<file path="config.mk">
export PLATFORM = sky130hd
export DESIGN_NAME = serial_dac_write_port
export DESIGN_NICKNAME = d
export VERILOG_FILES = /design/src/serial_dac_pkg.sv /design/src/link_sampler.sv /design/src/serial_dac_write_port.sv
export VERILOG_INCLUDE_DIRS = /design/src
export SDC_FILE = /design/constraint.sdc
export NUM_CORES = 1
export LEC_CHECK = 0
export BUFFER_PORTS_ARGS = -buffer_cell sky130_fd_sc_hd__buf_2
export CAP_MARGIN = 10
export CORE_UTILIZATION = 59
export DETAILED_ROUTE_END_ITERATION = 10
export PLACE_DENSITY = 0.81
export SYNTH_ARGS = -nofsm -noshare
export SYNTH_HDL_FRONTEND = slang
export SYNTH_HIERARCHICAL = 1
export SYNTH_SLANG_ARGS = --single-unit
</file>
<file path="constraint.sdc">
create_clock -name ref_clk -period 3.1 [get_ports ref_clk]
set_input_delay 0.155 -clock ref_clk [delete_from_list [all_inputs] [get_ports ref_clk]]
set_output_delay 0.155 -clock ref_clk [all_outputs]
set_load 0.1 [all_outputs]
</file>
<file path="src/serial_dac_cfg.svh">
`ifndef SERIAL_DAC_CFG_SVH
`define SERIAL_DAC_CFG_SVH

`define SDAC_WORD_BITS      16
`define SDAC_CODE_BITS      12
`define SDAC_CODE_LSB       0
`define SDAC_MODE_LOW_POS   12
`define SDAC_MODE_HIGH_POS  13
`define SDAC_CODE_RESET     12'h000
`define SDAC_MODE_RESET     2'h0
`define SDAC_CNT_BITS       5
`define SDAC_SCLK_MAX_MHZ   30
`define SDAC_SEL_HIGH_NS    33

`endif

</file>
<file path="src/serial_dac_pkg.sv">
package serial_dac_pkg;

    typedef enum logic [1:0] {
        MODE_NORMAL,
        MODE_PD_1K,
        MODE_PD_100K,
        MODE_PD_OPEN
    } op_mode_t;

    typedef enum logic [1:0] {
        ST_IDLE,
        ST_SHIFT,
        ST_DONE
    } frame_state_t;

    typedef struct packed {
        logic sel_n;
        logic sclk;
        logic din;
    } link_pins_t;

    typedef struct packed {
        logic sclk_fall;
        logic sel_n;
        logic din;
    } link_events_t;

endpackage : serial_dac_pkg

</file>
<file path="src/link_sampler.sv">
`timescale 1ns/1ps
`default_nettype none

module link_sampler
(
    // clock and reset
    input  wire logic                       ref_clk,
    input  wire logic                       rst,
    // raw pins
    input  wire serial_dac_pkg::link_pins_t pins,
    // sampled events
    output var  serial_dac_pkg::link_events_t events
);

    typedef struct packed {
        serial_dac_pkg::link_pins_t   sync1;
        serial_dac_pkg::link_pins_t   sync2;
        logic                         sclk_prev;
        serial_dac_pkg::link_events_t ev;
    } samp_state_t;

    samp_state_t state_reg;
    samp_state_t state_next;

    // sync1 feeds only sync2; the edge detector looks at sync2 onward
    always_comb
    begin
        state_next              = state_reg;
        state_next.sync1        = pins;
        state_next.sync2        = state_reg.sync1;
        state_next.sclk_prev    = state_reg.sync2.sclk;
        state_next.ev.sclk_fall = state_reg.sclk_prev & ~state_reg.sync2.sclk;
        state_next.ev.sel_n     = state_reg.sync2.sel_n;
        state_next.ev.din       = state_reg.sync2.din;
    end

    always_ff @(posedge ref_clk)
    begin
        if (rst)
        begin
            // idle levels: select high, clock high, so no false fall follows reset
            state_reg <= '{sync1: 3'h6, sync2: 3'h6, sclk_prev: 1'b1, ev: 3'h2};
        end
        else
        begin
            state_reg <= state_next;
        end
    end

    assign events = state_reg.ev;

endmodule : link_sampler

`default_nettype wire

</file>
<file path="src/serial_dac_write_port.sv">
`timescale 1ns/1ps
`default_nettype none
`include "serial_dac_cfg.svh"

// Functional notes
// - sixteen-bit shift register filled per falling clock edge
// - sample data on falling serial clock only
// - serial clock up to 30 MHz
// - active-low level select; ignore clocks while high
// - select low enables shifting on falling edges
// - apply word on sixteenth falling edge
// - early select release discards partial word
// - twelve-bit straight binary code register
// - msb first: two ignored, two mode, twelve code
// - mode bits choose normal or power-down
// - reset clears code until valid frame
module serial_dac_write_port
(
    // clock and reset
    input  wire logic                           ref_clk,
    input  wire logic                           rst,
    // serial link pins
    input  wire logic                           sel_n,
    input  wire logic                           sclk,
    input  wire logic                           din,
    // converter state
    output var  logic [`SDAC_CODE_BITS-1:0]     dac_code,
    output var  serial_dac_pkg::op_mode_t       op_mode,
    output var  logic                           update_pulse
);

    typedef struct packed {
        serial_dac_pkg::frame_state_t     fsm;
        logic [`SDAC_WORD_BITS-1:0]       shift;
        logic [`SDAC_CNT_BITS-1:0]        count;
        logic [`SDAC_CODE_BITS-1:0]       code;
        serial_dac_pkg::op_mode_t         mode;
        logic                             update;
    } port_state_t;

    serial_dac_pkg::link_pins_t   pins;
    serial_dac_pkg::link_events_t ev;
    port_state_t                  state_reg;
    port_state_t                  state_next;

    assign pins = '{sel_n: sel_n, sclk: sclk, din: din};

    // 40 MHz sampling resolves edges of the 5 MHz bench clock; a 30 MHz link needs a faster clock
    link_sampler u_sampler
    (
        .ref_clk (ref_clk),
        .rst     (rst),
        .pins    (pins),
        .events  (ev)
    );

    always_comb
    begin
        state_next        = state_reg;
        state_next.update = 1'b0;
        case (state_reg.fsm)
            serial_dac_pkg::ST_IDLE:
            begin
                state_next.count = '0;
                state_next.shift = '0;
                if (!ev.sel_n)
                begin
                    state_next.fsm = serial_dac_pkg::ST_SHIFT;
                end
            end
            serial_dac_pkg::ST_SHIFT:
            begin
                if (ev.sel_n)
                begin
                    // partial word dropped, outputs untouched
                    state_next.fsm = serial_dac_pkg::ST_IDLE;
                end
                else if (ev.sclk_fall)
                begin
                    state_next.shift = {state_reg.shift[`SDAC_WORD_BITS-2:0], ev.din};
                    state_next.count = state_reg.count + 5'h01;
                    if (state_reg.count == 5'(`SDAC_WORD_BITS - 1))
                    begin
                        state_next.code = state_next.shift[`SDAC_CODE_BITS-1:0];
                        state_next.mode = serial_dac_pkg::op_mode_t'(
                            state_next.shift[`SDAC_MODE_HIGH_POS:`SDAC_MODE_LOW_POS]);
                        state_next.update = 1'b1;
                        state_next.fsm    = serial_dac_pkg::ST_DONE;
                    end
                end
            end
            serial_dac_pkg::ST_DONE:
            begin
                if (ev.sel_n)
                begin
                    state_next.fsm = serial_dac_pkg::ST_IDLE;
                end
            end
            default:
            begin
                state_next.fsm = serial_dac_pkg::ST_IDLE;
            end
        endcase
    end

    always_ff @(posedge ref_clk)
    begin
        if (rst)
        begin
            state_reg.fsm    <= serial_dac_pkg::ST_IDLE;
            state_reg.shift  <= '0;
            state_reg.count  <= '0;
            state_reg.code   <= `SDAC_CODE_RESET;
            state_reg.mode   <= serial_dac_pkg::op_mode_t'(`SDAC_MODE_RESET);
            state_reg.update <= 1'b0;
        end
        else
        begin
            state_reg <= state_next;
        end
    end

    assign dac_code     = state_reg.code;
    assign op_mode      = state_reg.mode;
    assign update_pulse = state_reg.update;

endmodule : serial_dac_write_port

`default_nettype wire

</file>
==> flow_summary.ini <==
[drt]
dr.first_iter.drc_count = 20
drt.antenna.violating_nets = 0
routedWlPerCell_um = 12.5
viasPerCell = 5.53
drc = 0
detail_route.first_pass.iterations = 5
finalWirelength_um = 2490
vias = 1105

[power]
p_leak_nw = 0.681
powerDensity_mw_per_mm2 = 543
vdd.ir_drop.worst_v = 0.000542

[logic_synthesis]
synthesis.nets = 173
count_of_mapped_cells_out_of_synthesis = 166
ys_types = 25
synth_seq_area_share_pct = 53.1
synthesis.yosys.warnings = 6
synth_top_cells_by_area = dfxtp_1 (53%), mux2i_1 (9.4%), buf_4 (7.5%), a22oi_1 (6.6%), nor2_1 (6.6%)
synth_top_area_share_pct = 53.1
synth.largest_area_cell = dfxtp_1
syn_avg_cell_area_sq_um = 10.2
synthesis.area_sq_mm = 0.00170
ys_ff_latch = 45

[clocking]
post_cts_buffers = 0
clkSinkCount = 45
post_cts.resized_instances = 0
ctsHoldBuffers = 2
root_buffer = clkbuf_4
cts-root-to-sink-buffers = 2
clock_insertion_delay_at_the_later_pin_of_the_skew_report_ns = 0.35
cts-htree-levels = 2
clk_pin_slew_ns = 0.13
cts_tree = done
cts-buffers-inserted = 5

[placement]
buffer_ports.inserted = 19
detailed_place_hpwl_um = 1590
postPlaceCellArea_sq_mm = 0.00166
placed_cells_incl_taps = 190
gpl.final_weighted_congestion = 0.687

[sta]
worst-slew-pin-transition_ns = 0.854
achievable-frequency_mhz = 468
hold_viol_final = 0
unrepaired_setup_endpoints_after_global_routing = false
slew_violations = 0
final_critical_path_share_of_the_clock_period_pct = 68.9
min_period_ns = 2.14
finalSetupViolations = 0
clock_skew_ns = 0.0147
fin_tns_setup_ns = 0
timing.max_slew.rel_slack_pct = 42.9
whs_ns = 0.0155

[die]
initial_utilization_pct = 62.1
die_area_sq_mm = 0.00309
io-pin-count = 20
floorplan.die.width_um = 55.6
die_h_um = 55.6
design.core.area_sq_mm = 0.00273
rows = 19

[finish]
fraction_of_layout_instances_using_a_drive_strength_above_1_pct = 17.8
syn2layout_area_growth_pct = 3.54
post_layout_nonfiller_instances = 200
util_after_layout_pct = 64.3
antenna_cells = 0
post-route-cell-area_sq_mm = 0.00176
max_reg_flops = 20
nets = 175

[critical_path]
timing.critical_path.required_ns = 3.33
crit_path_start_kind = register
timing_worst_setup_path_type = register to register
maximum_fanout_along_the_worst_path = 14
timing.critical_path.to_type = register
crit_arrival_ns = 2.37

[global_routing]
grt_first_pass_wirelength_um = 4460
grt_pass1_vias = 1044
globalRouteTotalUtil_pct = 18.2
grt_overflow = 0
maximum_number_of_pins_on_one_net_before_global_route_repair = 46
antenna_found_initial = 0

[flow_run]
max_cap_violations = 0

[outcome]
outcome = finished clean

[worst_hold_path]
hold_path.class = input port to register
through the flow:
step | total power, W | setup WS, ns
after global routing | 0.000989 | 0.702
after global placement | 0.000613 | 1.02
after CTS | 0.000963 | 0.940
after floorplan | 0.000610 | 1.37
after detailed placement | 0.000614 | 0.961
final | 0.000954 | 0.964
worst max-delay path: stages (launching register included):
cell and delay [ns]:
dfxtp_1 0.41, ha_1 0.20, and3_1 0.16, ha_1 0.15, nand2_1 0.09, nor3_4 0.67, mux2i_1 0.28, nor2_1 0.05
routing by layer:
metal	routed length, um	global-route usage, %
met5	0	0
met4	29	5.36
met3	104	6.28
met2	1230	29.9
met1	1130	22.5
power by group:
group           total, W  leakage, nW  switching, W  internal [W]
combinational  0.0000172        0.275     0.0000106    0.00000660
sequential      0.000585        0.364    0.00000188      0.000583
clock           0.000352       0.0424      0.000180      0.000172
synthesized netlist by cell type, drive strengths merged:
library cell,instances
nor2b,3
a21oi,3
nand2b,1
nor3b,1
nor3,3
a41oi,1
a211oi,2
inv,4
buf,22
a22oi,15
nand3,1
nor2,30
and3,2
nand2,1
clkbuf,5
ha,2
nor4,2
a21o,1
dfxtp,45
or2,6
mux2i,16
final cells by class:
| type | instances | area (sq um) |
|---|---|---|
| multi-input cells | 90 | 599 |
| clock buffers | 6 | 41.3 |
| fillers | 231 | 977 |
| repair buffers | 22 | 123 |
| flip-flops and latches | 45 | 901 |
| well taps | 31 | 38.8 |
| clock inverters | 2 | 38.8 |
| inverters | 4 | 15.0 |
logic make-up (layout without fill, tap and decap cells):
logic type	after synthesis	count (layout)	synth area share, %
mux	16	16	9.44
fa+ha+maj	2	2	1.47
simple gates	50	50	15.0
compound gates	22	22	9.37
buf+inv	31	34	11.6
flops	45	45	53.1
placed cells by master, fill, tap and decap left out, types with 2 or more instances in the layout:
cell and n:
dfxtp_1 45, nor2_1 30, buf_2 19, mux2i_1 16
a22oi_1 15, or2_1 6, clkbuf_4 5, inv_1 4
a21oi_1 3, nor2b_1 3, and3_1 2, a211oi_1 2
nor4_1 2, ha_1 2, dlygate4sd3_1 2
worst paths after layout:
kind | from | to | slack [ns] | depth (start not counted)
max | state_reg[15] | dac_code[1] | 0.96 | 7
min | din | u_sampler/state_next[4] | 0.02 | 2
max reg2reg | state_reg[15] | dac_code[1] | 0.96 | 7
min reg2reg | u_sampler/state_next[5] | u_sampler/state_next[3] | 0.42 | 1
Power figures use the tool's default switching activity.
